`src/wsmc_regs.vh`:
```
`ifndef WSMC_REGS_VH
`define WSMC_REGS_VH
// ----------------------------------------
// Register byte offsets
// ----------------------------------------
`define WSMC_A_CTRL 8'h00
`define WSMC_A_MODES 8'h04
`define WSMC_A_CMD 8'h08
`define WSMC_A_SIZE 8'h0c
`define WSMC_A_REPEAT 8'h10
`define WSMC_A_DWELL 8'h14
`define WSMC_A_PDUR 8'h18
`define WSMC_A_SPHASE 8'h1c
`define WSMC_A_PPHASE 8'h20
`define WSMC_A_STATUS 8'h24
`define WSMC_A_REP 8'h28
`define WSMC_A_TEN0 8'h40
`define WSMC_A_TEN_LAST 8'h5c
// ----------------------------------------
// Field positions
// ----------------------------------------
`define WSMC_CTRL_OPM 1:0
`define WSMC_CTRL_AUTO 2
`define WSMC_CTRL_TSEL 3
`define WSMC_CTRL_SPM 6:4
`define WSMC_CMD_STEP 0
`define WSMC_CMD_PULSE 1
`define WSMC_CMD_LIST 2
`define WSMC_CMD_ARM 3
`define WSMC_CMD_ABORT 4
// ----------------------------------------
// Encodings and reset values
// ----------------------------------------
`define WSMC_OP_AC 2'h0
`define WSMC_OP_DC 2'h1
`define WSMC_OP_ACDC 2'h2
`define WSMC_M_IMM 2'h0
`define WSMC_M_STEP 2'h1
`define WSMC_M_PULSE 2'h2
`define WSMC_M_LIST 2'h3
`define WSMC_SRC_BASIC 2'h0
`define WSMC_SRC_SEG 2'h1
`define WSMC_SRC_LIST 2'h2
`define WSMC_SP_OFF 3'h0
`define WSMC_SP_STEP 3'h1
`define WSMC_SP_PULSE 3'h2
`define WSMC_SP_LIST 3'h3
`define WSMC_SP_ANY 3'h4
`define WSMC_ST_IDLE 2'h0
`define WSMC_ST_WAIT 2'h1
`define WSMC_ST_RUN 2'h2
`define WSMC_REP_FOREVER 32'hffffffff
`define WSMC_RST_DWELL 32'h00000001
`define WSMC_RST_PDUR 32'h00000001
`define WSMC_RST_REPEAT 32'h00000001
`define WSMC_RESP_OKAY 2'h0
`define WSMC_RESP_SLVERR 2'h2
`endif

```
`src/wsmc_top.v`:
```
`include "wsmc_regs.vh"
module wsmc_top (
	input wire aclk,
	input wire aresetn,
	input wire [7:0] s_axi_awaddr,
	input wire s_axi_awvalid,
	output wire s_axi_awready,
	input wire [31:0] s_axi_wdata,
	input wire [3:0] s_axi_wstrb,
	input wire s_axi_wvalid,
	output wire s_axi_wready,
	output wire [1:0] s_axi_bresp,
	output wire s_axi_bvalid,
	input wire s_axi_bready,
	input wire [7:0] s_axi_araddr,
	input wire s_axi_arvalid,
	output wire s_axi_arready,
	output wire [31:0] s_axi_rdata,
	output wire [1:0] s_axi_rresp,
	output wire s_axi_rvalid,
	input wire s_axi_rready,
	input wire trigger_source_select_in,
	input wire [11:0] list_start_phase,
	output wire [1:0] list_state,
	output wire [7:0] list_node,
	output wire [19:0] list_rep,
	output wire trigger_out_pulse,
	output wire [13:0] param_src,
	output wire phase_set,
	output wire [11:0] phase_value
);
	// ----------------------------------------
	// Helpers
	// ----------------------------------------
	// Byte-lane merge, shared by every writable register
	function [31:0] merge;
		input [31:0] old;
		input [31:0] nw;
		input [3:0] strb;
		integer b;
		begin
			for (b = 0; b < 4; b = b + 1) begin
				merge[8*b +: 8] = strb[b] ? nw[8*b +: 8] : old[8*b +: 8];
			end
		end
	endfunction

	// ----------------------------------------
	// Bus slave
	// ----------------------------------------
	reg aw_got_q, w_got_q, bvalid_q, rvalid_q;
	reg [7:0] awaddr_q;
	reg [31:0] wdata_q, rdata_q;
	reg [3:0] wstrb_q;
	reg [1:0] bresp_q, rresp_q;
	reg [31:0] ctrl_q, modes_q, size_q, repeat_q, dwell_q, pdur_q, sph_q, pph_q;
	reg [31:0] ten_q [0:7];
	reg [31:0] rd_d;
	reg rd_ok;
	wire wr_en = aw_got_q & w_got_q & ~bvalid_q;
	wire wr_ten = (awaddr_q >= `WSMC_A_TEN0) && (awaddr_q <= `WSMC_A_TEN_LAST);
	wire cmd_wr = wr_en && (awaddr_q == `WSMC_A_CMD) && wstrb_q[0];
	wire [4:0] cmd = cmd_wr ? wdata_q[4:0] : 5'h00;
	wire wr_known = wr_ten || (awaddr_q <= `WSMC_A_PPHASE);

	assign s_axi_awready = ~aw_got_q & ~bvalid_q;
	assign s_axi_wready = ~w_got_q & ~bvalid_q;
	assign s_axi_bvalid = bvalid_q;
	assign s_axi_bresp = bresp_q;
	assign s_axi_arready = ~rvalid_q;
	assign s_axi_rvalid = rvalid_q;
	assign s_axi_rdata = rdata_q;
	assign s_axi_rresp = rresp_q;

	// Address and data are caught in either order; the write lands once both are held
	always @(posedge aclk) begin
		if (!aresetn) begin
			aw_got_q <= 1'b0;
			w_got_q <= 1'b0;
			bvalid_q <= 1'b0;
			bresp_q <= `WSMC_RESP_OKAY;
			awaddr_q <= 8'h00;
			wdata_q <= 32'h00000000;
			wstrb_q <= 4'h0;
		end else begin
			if (s_axi_awvalid && s_axi_awready) begin
				aw_got_q <= 1'b1;
				awaddr_q <= {s_axi_awaddr[7:2], 2'b00};
			end
			if (s_axi_wvalid && s_axi_wready) begin
				w_got_q <= 1'b1;
				wdata_q <= s_axi_wdata;
				wstrb_q <= s_axi_wstrb;
			end
			if (wr_en) begin
				bvalid_q <= 1'b1;
				bresp_q <= wr_known ? `WSMC_RESP_OKAY : `WSMC_RESP_SLVERR;
				aw_got_q <= 1'b0;
				w_got_q <= 1'b0;
			end else if (bvalid_q && s_axi_bready) begin
				bvalid_q <= 1'b0;
			end
		end
	end

	// Writable registers; the command word is never stored, it only pulses
	always @(posedge aclk) begin
		if (!aresetn) begin
			ctrl_q <= 32'h00000000;
			modes_q <= 32'h00000000;
			size_q <= 32'h00000000;
			repeat_q <= `WSMC_RST_REPEAT;
			dwell_q <= `WSMC_RST_DWELL;
			pdur_q <= `WSMC_RST_PDUR;
			sph_q <= 32'h00000000;
			pph_q <= 32'h00000000;
		end else if (wr_en) begin
			case (awaddr_q)
				`WSMC_A_CTRL: ctrl_q <= merge(ctrl_q, wdata_q, wstrb_q) & 32'h0000007f;
				`WSMC_A_MODES: modes_q <= merge(modes_q, wdata_q, wstrb_q) & 32'h00003fff;
				`WSMC_A_SIZE: size_q <= merge(size_q, wdata_q, wstrb_q) & 32'h000000ff;
				`WSMC_A_REPEAT: repeat_q <= merge(repeat_q, wdata_q, wstrb_q);
				`WSMC_A_DWELL: dwell_q <= merge(dwell_q, wdata_q, wstrb_q);
				`WSMC_A_PDUR: pdur_q <= merge(pdur_q, wdata_q, wstrb_q);
				`WSMC_A_SPHASE: sph_q <= merge(sph_q, wdata_q, wstrb_q) & 32'h00000fff;
				`WSMC_A_PPHASE: pph_q <= merge(pph_q, wdata_q, wstrb_q) & 32'h00000fff;
				default: ;
			endcase
		end
	end

	// Per-node trigger-out enables, one word per 32 nodes
	genvar g;
	generate
		for (g = 0; g < 8; g = g + 1) begin : g_ten
			always @(posedge aclk) begin
				if (!aresetn) begin
					ten_q[g] <= 32'h00000000;
				end else if (wr_en && wr_ten && (awaddr_q[4:2] == g)) begin
					ten_q[g] <= merge(ten_q[g], wdata_q, wstrb_q);
				end
			end
		end
	endgenerate

	// ----------------------------------------
	// Trigger pin and events
	// ----------------------------------------
	reg trg_m_q, trg_s_q, trg_d_q;
	reg step_done_q, step_ev_q, pulse_ev_q;
	reg [31:0] pcnt_q;
	wire pin_edge = trg_s_q & ~trg_d_q;
	wire step_trigger_source_select = pin_edge | cmd[`WSMC_CMD_STEP];
	wire pulse_trigger_source_select = pin_edge | cmd[`WSMC_CMD_PULSE];
	wire list_trigger_source_select = pin_edge | cmd[`WSMC_CMD_LIST];
	wire pulse_act = (pcnt_q != 32'h00000000);

	// Pin is asynchronous: two flops before the edge detector reads it
	always @(posedge aclk) begin
		if (!aresetn) begin
			trg_m_q <= 1'b0;
			trg_s_q <= 1'b0;
			trg_d_q <= 1'b0;
		end else begin
			trg_m_q <= trigger_source_select_in;
			trg_s_q <= trg_m_q;
			trg_d_q <= trg_s_q;
		end
	end

	// Step and pulse sequencers; arm and abort rewind the step, only abort rewinds the pulse
	always @(posedge aclk) begin
		if (!aresetn) begin
			step_done_q <= 1'b0;
			step_ev_q <= 1'b0;
			pulse_ev_q <= 1'b0;
			pcnt_q <= 32'h00000000;
		end else begin
			step_ev_q <= step_trigger_source_select;
			pulse_ev_q <= pulse_trigger_source_select;
			if (step_trigger_source_select)
				step_done_q <= 1'b1;
			else if (cmd[`WSMC_CMD_ARM] || cmd[`WSMC_CMD_ABORT])
				step_done_q <= 1'b0;
			if (pulse_trigger_source_select)
				pcnt_q <= (pdur_q == 32'h00000000) ? 32'h00000001 : pdur_q;
			else if (cmd[`WSMC_CMD_ABORT])
				pcnt_q <= 32'h00000000;
			else if (pulse_act)
				pcnt_q <= pcnt_q - 32'h00000001;
		end
	end

	// ----------------------------------------
	// List sequencer
	// ----------------------------------------
	localparam S_IDLE = `WSMC_ST_IDLE;
	localparam S_WAIT = `WSMC_ST_WAIT;
	localparam S_RUN = `WSMC_ST_RUN;
	reg [1:0] st_q;
	reg [7:0] node_q;
	reg [19:0] rep_q;
	reg [31:0] dcnt_q;
	reg hold_q, nstart_q;
	wire last_node = (node_q >= size_q[7:0]);
	wire last_rep = (repeat_q != `WSMC_REP_FOREVER) && (rep_q >= repeat_q[19:0]);
	wire node_done = (st_q == S_RUN) && ~hold_q && (dcnt_q == 32'h00000001);
	wire [31:0] dwell_ld = (dwell_q == 32'h00000000) ? 32'h00000001 : dwell_q;
	// auto advances alone, single-step waits for a trigger
	wire advance = (node_done && ~(last_node && last_rep) && ctrl_q[`WSMC_CTRL_AUTO])
		|| ((st_q == S_RUN) && hold_q && list_trigger_source_select);

	always @(posedge aclk) begin
		if (!aresetn) begin
			st_q <= S_IDLE;
			node_q <= 8'h01;
			rep_q <= 20'h00001;
			dcnt_q <= 32'h00000000;
			hold_q <= 1'b0;
			nstart_q <= 1'b0;
		end else begin
			nstart_q <= 1'b0;
			case (st_q)
				S_IDLE: begin
					if (cmd[`WSMC_CMD_ARM] && (size_q[7:0] != 8'h00))
						st_q <= S_WAIT;
				end
				S_WAIT: begin
					if (cmd[`WSMC_CMD_ABORT]) begin
						st_q <= S_IDLE;
					end else if (list_trigger_source_select) begin
						st_q <= S_RUN;
						dcnt_q <= dwell_ld;
						hold_q <= 1'b0;
						nstart_q <= 1'b1;
					end
				end
				S_RUN: begin
					if (cmd[`WSMC_CMD_ABORT] || (node_done && last_node && last_rep)) begin
						// idle reports node and repetition one
						st_q <= S_IDLE;
						node_q <= 8'h01;
						rep_q <= 20'h00001;
						hold_q <= 1'b0;
					end else if (advance) begin
						// next node, wrapping into the next repetition
						node_q <= last_node ? 8'h01 : node_q + 8'h01;
						rep_q <= last_node ? rep_q + 20'h00001 : rep_q;
						dcnt_q <= dwell_ld;
						hold_q <= 1'b0;
						nstart_q <= 1'b1;
					end else if (node_done) begin
						hold_q <= 1'b1;
					end else if (~hold_q) begin
						dcnt_q <= dcnt_q - 32'h00000001;
					end
				end
				default: st_q <= S_IDLE;
			endcase
		end
	end

	// state, node and repetition as held
	assign list_state = st_q;
	assign list_node = node_q;
	assign list_rep = rep_q;

	// ----------------------------------------
	// Trigger out
	// ----------------------------------------
	reg tout_q;
	wire [7:0] nidx = node_q - 8'h01;
	wire [31:0] ten_w = ten_q[nidx[7:5]];
	// enable bit of the node just started, gated by source select
	always @(posedge aclk) begin
		if (!aresetn)
			tout_q <= 1'b0;
		else
			tout_q <= nstart_q & ten_w[nidx[4:0]] & ctrl_q[`WSMC_CTRL_TSEL];
	end
	assign trigger_out_pulse = tout_q;

	// ----------------------------------------
	// Parameter source selection
	// ----------------------------------------
	wire [1:0] opm = ctrl_q[`WSMC_CTRL_OPM];
	wire op_acdc = (opm == `WSMC_OP_ACDC);
	wire op_acv = (opm == `WSMC_OP_AC) || op_acdc;
	wire [13:0] src_d;
	reg [13:0] src_q;
	// seven selectors; AC amplitude in AC or AC-DC
	generate
		for (g = 0; g < 7; g = g + 1) begin : g_src
			wire [1:0] m = modes_q[2*g +: 2];
			// DC offset and DC slew only in AC-DC
			wire en = ((g == 1) || (g == 5)) ? op_acdc : ((g == 0) ? op_acv : 1'b1);
			assign src_d[2*g +: 2] = (!en || m == `WSMC_M_IMM) ? `WSMC_SRC_BASIC :
				(m == `WSMC_M_STEP) ? (step_done_q ? `WSMC_SRC_SEG : `WSMC_SRC_BASIC) :
				(m == `WSMC_M_PULSE) ? (pulse_act ? `WSMC_SRC_SEG : `WSMC_SRC_BASIC) :
				`WSMC_SRC_LIST;
		end
	endgenerate

	always @(posedge aclk) begin
		if (!aresetn)
			src_q <= 14'h0000;
		else
			src_q <= src_d;
	end
	assign param_src = src_q;

	// ----------------------------------------
	// Start phase
	// ----------------------------------------
	// Events are all registered one cycle so a shared trigger lands together
	reg ph_set_q;
	reg [11:0] ph_val_q;
	always @(posedge aclk) begin
		if (!aresetn) begin
			ph_set_q <= 1'b0;
			ph_val_q <= 12'h000;
		end else begin
			ph_set_q <= 1'b0;
			case (ctrl_q[`WSMC_CTRL_SPM])
				`WSMC_SP_OFF: ph_set_q <= 1'b0;
				`WSMC_SP_STEP: begin
					ph_set_q <= step_ev_q;
					if (step_ev_q) ph_val_q <= sph_q[11:0];
				end
				`WSMC_SP_PULSE: begin
					ph_set_q <= pulse_ev_q;
					if (pulse_ev_q) ph_val_q <= pph_q[11:0];
				end
				`WSMC_SP_LIST: begin
					ph_set_q <= nstart_q;
					if (nstart_q) ph_val_q <= list_start_phase;
				end
				`WSMC_SP_ANY: begin
					ph_set_q <= step_ev_q | pulse_ev_q | nstart_q;
					if (step_ev_q) ph_val_q <= sph_q[11:0];
					else if (pulse_ev_q) ph_val_q <= pph_q[11:0];
					else if (nstart_q) ph_val_q <= list_start_phase;
				end
				default: ph_set_q <= 1'b0;
			endcase
		end
	end
	assign phase_set = ph_set_q;
	assign phase_value = ph_val_q;

	// ----------------------------------------
	// Read path
	// ----------------------------------------
	always @* begin
		rd_ok = 1'b1;
		rd_d = 32'h00000000;
		case ({s_axi_araddr[7:2], 2'b00})
			`WSMC_A_CTRL: rd_d = ctrl_q;
			`WSMC_A_MODES: rd_d = modes_q;
			`WSMC_A_CMD: rd_d = 32'h00000000;
			`WSMC_A_SIZE: rd_d = size_q;
			`WSMC_A_REPEAT: rd_d = repeat_q;
			`WSMC_A_DWELL: rd_d = dwell_q;
			`WSMC_A_PDUR: rd_d = pdur_q;
			`WSMC_A_SPHASE: rd_d = sph_q;
			`WSMC_A_PPHASE: rd_d = pph_q;
			`WSMC_A_STATUS: rd_d = {16'h0000, node_q, 4'h0, pulse_act, step_done_q, st_q};
			`WSMC_A_REP: rd_d = {12'h000, rep_q};
			default: begin
				if (s_axi_araddr >= `WSMC_A_TEN0 && s_axi_araddr <= `WSMC_A_TEN_LAST + 8'h03)
					rd_d = ten_q[s_axi_araddr[4:2]];
				else
					rd_ok = 1'b0;
			end
		endcase
	end

	// Unmapped reads answer zero with a slave error
	always @(posedge aclk) begin
		if (!aresetn) begin
			rvalid_q <= 1'b0;
			rdata_q <= 32'h00000000;
			rresp_q <= `WSMC_RESP_OKAY;
		end else if (s_axi_arvalid && ~rvalid_q) begin
			rvalid_q <= 1'b1;
			rdata_q <= rd_d;
			rresp_q <= rd_ok ? `WSMC_RESP_OKAY : `WSMC_RESP_SLVERR;
		end else if (rvalid_q && s_axi_rready) begin
			rvalid_q <= 1'b0;
		end
	end
endmodule

```
`config.mk`:
```
export PLATFORM = sky130hd
export DESIGN_NAME = wsmc_top
export DESIGN_NICKNAME = d
export VERILOG_FILES = /design/src/wsmc_top.v
export VERILOG_INCLUDE_DIRS = /design/src
export SDC_FILE = /design/constraint.sdc
export NUM_CORES = 2
export LEC_CHECK = 0
export BUFFER_PORTS_ARGS = -buffer_cell sky130_fd_sc_hd__buf_2
export CORE_ASPECT_RATIO = 1.2
export CORE_MARGIN = 3
export CORE_UTILIZATION = 56
export DETAILED_ROUTE_END_ITERATION = 10
export PLACE_DENSITY = 0.77
export SYNTH_ARGS = -nofsm -noshare
export SYNTH_HDL_FRONTEND = slang
export SYNTH_SLANG_ARGS = --single-unit
```
`constraint.sdc`:
```
create_clock -name aclk -period 3.39 [get_ports aclk]
set_clock_uncertainty 0.1 [all_clocks]
set_input_delay 0.1695 -clock aclk [delete_from_list [all_inputs] [get_ports aclk]]
set_output_delay 0.1695 -clock aclk [all_outputs]
set_load 0.05 [all_outputs]
```
==> summary.txt <==
Floorplan
  • Core area: 0.0552 sq mm
  • Starting density of the core: 57.0%
  • Die ar.: 0.0590 sq mm
  • FP Rows: 94
  • # IOs: 171
  • Die Y: 266 microns
  • Die X: 222 microns

Setup path
  • Startpoint types: register
  • Crit path DAT: 3890 ps
  • Crit-path cells: clkinv_1, ha_1, or4b_4, nor2_1, buf_4, xnor2_4, buf_12, buf_12, mux4_2, mux4_2, and3_1, nor4_1, buf_4, nor4_1
  • Worst setup path class: reg -> reg
  • Largest fanout on the critical path: 8
  • Crit-path max cell delay: 530 ps
  • Required time of the critical path: 3840 ps
  • Critical path capture point type: register
  • CP max-delay cell: mux4_2

Power and ir drop
  • Switching share of power: 29.3%
  • Clock power frac: 36.8%
  • Leakage: 15.3 nW
  • Sequential power share: 46.1%
  • Max IR drop VDD: 515 uV
  • Pwr per Cell Area: 509 mW/mm^2
  • Power share of the combinational group: 17.1%
  • NetSw: 0.00543 W
  • Pint: 0.0131 W
  • Final Power: 0.0185 W

Cells and area
  • Layout area overhead: 15.8%
  • Finished Layout Cells: 4017
  • Post-route cell area: 0.0364 sq mm
  • Commonest non-fill, non-tap cell in the layout: nor2_1
  • Most frequent cells in the layout: 362 x nor2_1, 356 x dfxtp_1, 282 x nand2_1, 271 x and3_1, 256 x edfxtp_1
  • Final net count: 3357
  • Layout cells sized above 1: 19.4%

Timing
  • RSZ-0062 raised after global routing: true
  • Final hold vios: 0
  • Setup TNS: -48.9 ps
  • Max Clk Rate: 291 MHz
  • Worst-margin pin slew: 1100 ps
  • Endpoints failing setup: 1
  • Fin. max-slew vios: 0
  • Period utilisation layout: 101%
  • Worst Slack Setup Final: -48.9 ps
  • Slew HR: 26.3%
  • Minimum clock period: 3440 ps

Detailed routing
  • DR iter-0 viols: 3610
  • DR pass1 iterations: 6
  • WL/cell: 27.4 microns
  • Detail Route Antenna Nets: 0
  • Drc violations: 0
  • Final wirelength: 110000 microns
  • Total vias in the final route: 27200
  • Vias per inst: 6.78

Global route
  • Vias in the first global route: 26600
  • First-pass GRT wire length: 162000 microns
  • Global route total overflow: 0
  • Initial antenna violation count: 4
  • Total GRT Usage: 35.9%
  • Pin count of the biggest net entering global routing: 113

Clock tree
  • Clock root buffer: clkbuf_16
  • CTS tree: built
  • Clock Latency Late Sink: 670 ps
  • CTS HTree Levels: 2
  • CTS Buf Count: 60
  • Clock-pin slew on the worst setup and hold paths: 60 ps
  • Clock Sinks: 615
  • CTS Buffer Depth: 3

Hold path
  • Hold WC Path Type: in -> reg

Outcome
  • Failing checks: setup timing
  • Status: finished, violations left

Yosys
  • Yosys warnings: 0
  • Mapped Cells: 3051
  • Avg Cell Area, Syn: 10.3 sq um
  • Post-Syn Area: 0.0314 sq mm
  • EDFF count, synth: 256
  • Largest area contributor in the netlist: edfxtp_1
  • Async SR Flop Fraction: 0%
  • Sequential area share after synthesis: 47.3%
  • Main flop type after synthesis: dfxtp_1
  • Seq cells post-synth: 615
  • Post-synth top area share: 24.5%
  • Synth cell types: 85
  • Top post-synthesis cells by area: edfxtp_1 24%, dfxtp_1 23%, mux4_2 9.5%

Placement
  • I/O Buffers: 164
  • Dpl cell area: 0.0336 sq mm
  • Final HPWL DP: 76000 microns
  • RD Place Congestion: 1.07
  • # placed instances: 3834
  • Pre-CTS WS: -107 ps

Job
  • Total of max-cap violations: 0
cell usage after synthesis (all sizes together), types with 3 or more instances:
cell / count
nand3b: 20
inv: 47
and2: 18
or2: 12
a22o: 3
a41oi: 3
a21oi: 173
ha: 37
mux2: 23
and3: 271
o22ai: 19
nor2: 370
xor2: 14
a32oi: 5
buf: 47
o311ai: 5
o211ai: 6
o21ai: 79
or3: 8
or4: 7
a21o: 16
a221oi: 11
a2111oi: 14
nor3: 45
xnor2: 28
nand2: 284
nor3b: 3
edfxtp: 256
clkbuf: 210
nor4: 33
o221ai: 23
nand3: 51
a21bo: 3
mux2i: 242
mux4: 132
dfxtp: 359
nand2b: 17
a31oi: 13
nand4: 27
nor2b: 11
a222oi: 21
a211oi: 21
o21a: 5
a22oi: 28
cell families after synthesis:
family / Yosys count / synth area share, %
other: 1 / 0.0119
buffers and inverters: 305 / 3.91
muxes: 397 / 18.0
AOI/OAI and AO/OA: 467 / 9.62
DFF: 615 / 47.3
xor gates and xnor gates: 42 / 1.19
and+or+nand+nor: 1187 / 18.5
adders and majority gates: 37 / 1.47
flip-flops by register name, indices dropped and copies added (netlist names), 2 cells and up:
register / cells
ctrl_q: 7
pcnt_q: 32
s_axi_rdata: 32
size_q: 8
pdur_q: 32
phase_value: 12
list_rep: 20
param_src: 14
list_node: 8
wdata_q: 32
awaddr_q: 6
repeat_q: 32
list_state: 2
dcnt_q: 32
modes_q: 14
pph_q: 12
dwell_q: 32
wstrb_q: 4
sph_q: 12
ten_q: 256
routing by layer:
layer	track usage [%]	vias up	wire (microns)
met5	0	-	0
met4	22.9	0	8900
met3	7.75	520	12600
met2	59.3	1932	51700
met1	42.8	13100	36800
li1	-	11700	-
metrics by stage:
stage / hold WS [ps] / utilization [%]
after floorplan: 170 / -
after global placement: 256 / 60.9
after detailed placement: 267 / 60.9
after CTS: 8.30 / 65.7
after global routing: 43.7 / 66.0
final: 28.1 / 66.0
final timing paths:
kind | depth (start not counted) | from | to | slack (ps)
setup / recovery | 14 | list_node[0] | trigger_out_pulse | -50
hold / removal | 3 | aresetn | pdur_q[28] | 30
hold reg to reg | 1 | trg_m_q | trg_s_q | 340
setup reg to reg | 14 | list_node[0] | trigger_out_pulse | -50
worst max-delay path, delay by kind of cell (launching register included):
kind / cells / cell delay [ps]
buffers and inverters: 5 / 730
and+or+nand+nor: 5 / 1050
muxes: 2 / 840
adders and majority gates: 1 / 160
xor gates and xnor gates: 1 / 130
DFF: 1 / 320
power by group through the flow:
stage	sequential, W	combinational [W]	clock, W
after floorplan	0.00857	0.00215	0
after global placement	0.00863	0.00288	0
after detailed placement	0.00868	0.00301	0
after CTS	0.00852	0.00309	0.00684
after global routing	0.00858	0.00344	0.00711
final	0.00856	0.00317	0.00682
cell type report:
type	instances	area, sq um
diodes	1	2.50
clock buffers	87	1800
clock inverters	23	201
fillers	4088	18800
inverters	48	188
multi-input cells	2132	15500
flip-flops and latches	615	14900
well taps	720	901
repair buffers	391	2980
timing repair:
action,4_1_cts,5_1_grt
resized for setup,6,11
pin swaps,0,3
setup buffers,0,10
cloned,0,2
hold buffers,60,0
hold endpoints to repair,58,0
endpoints found under the setup margin,2,7
(Power assumes the default switching activity.)
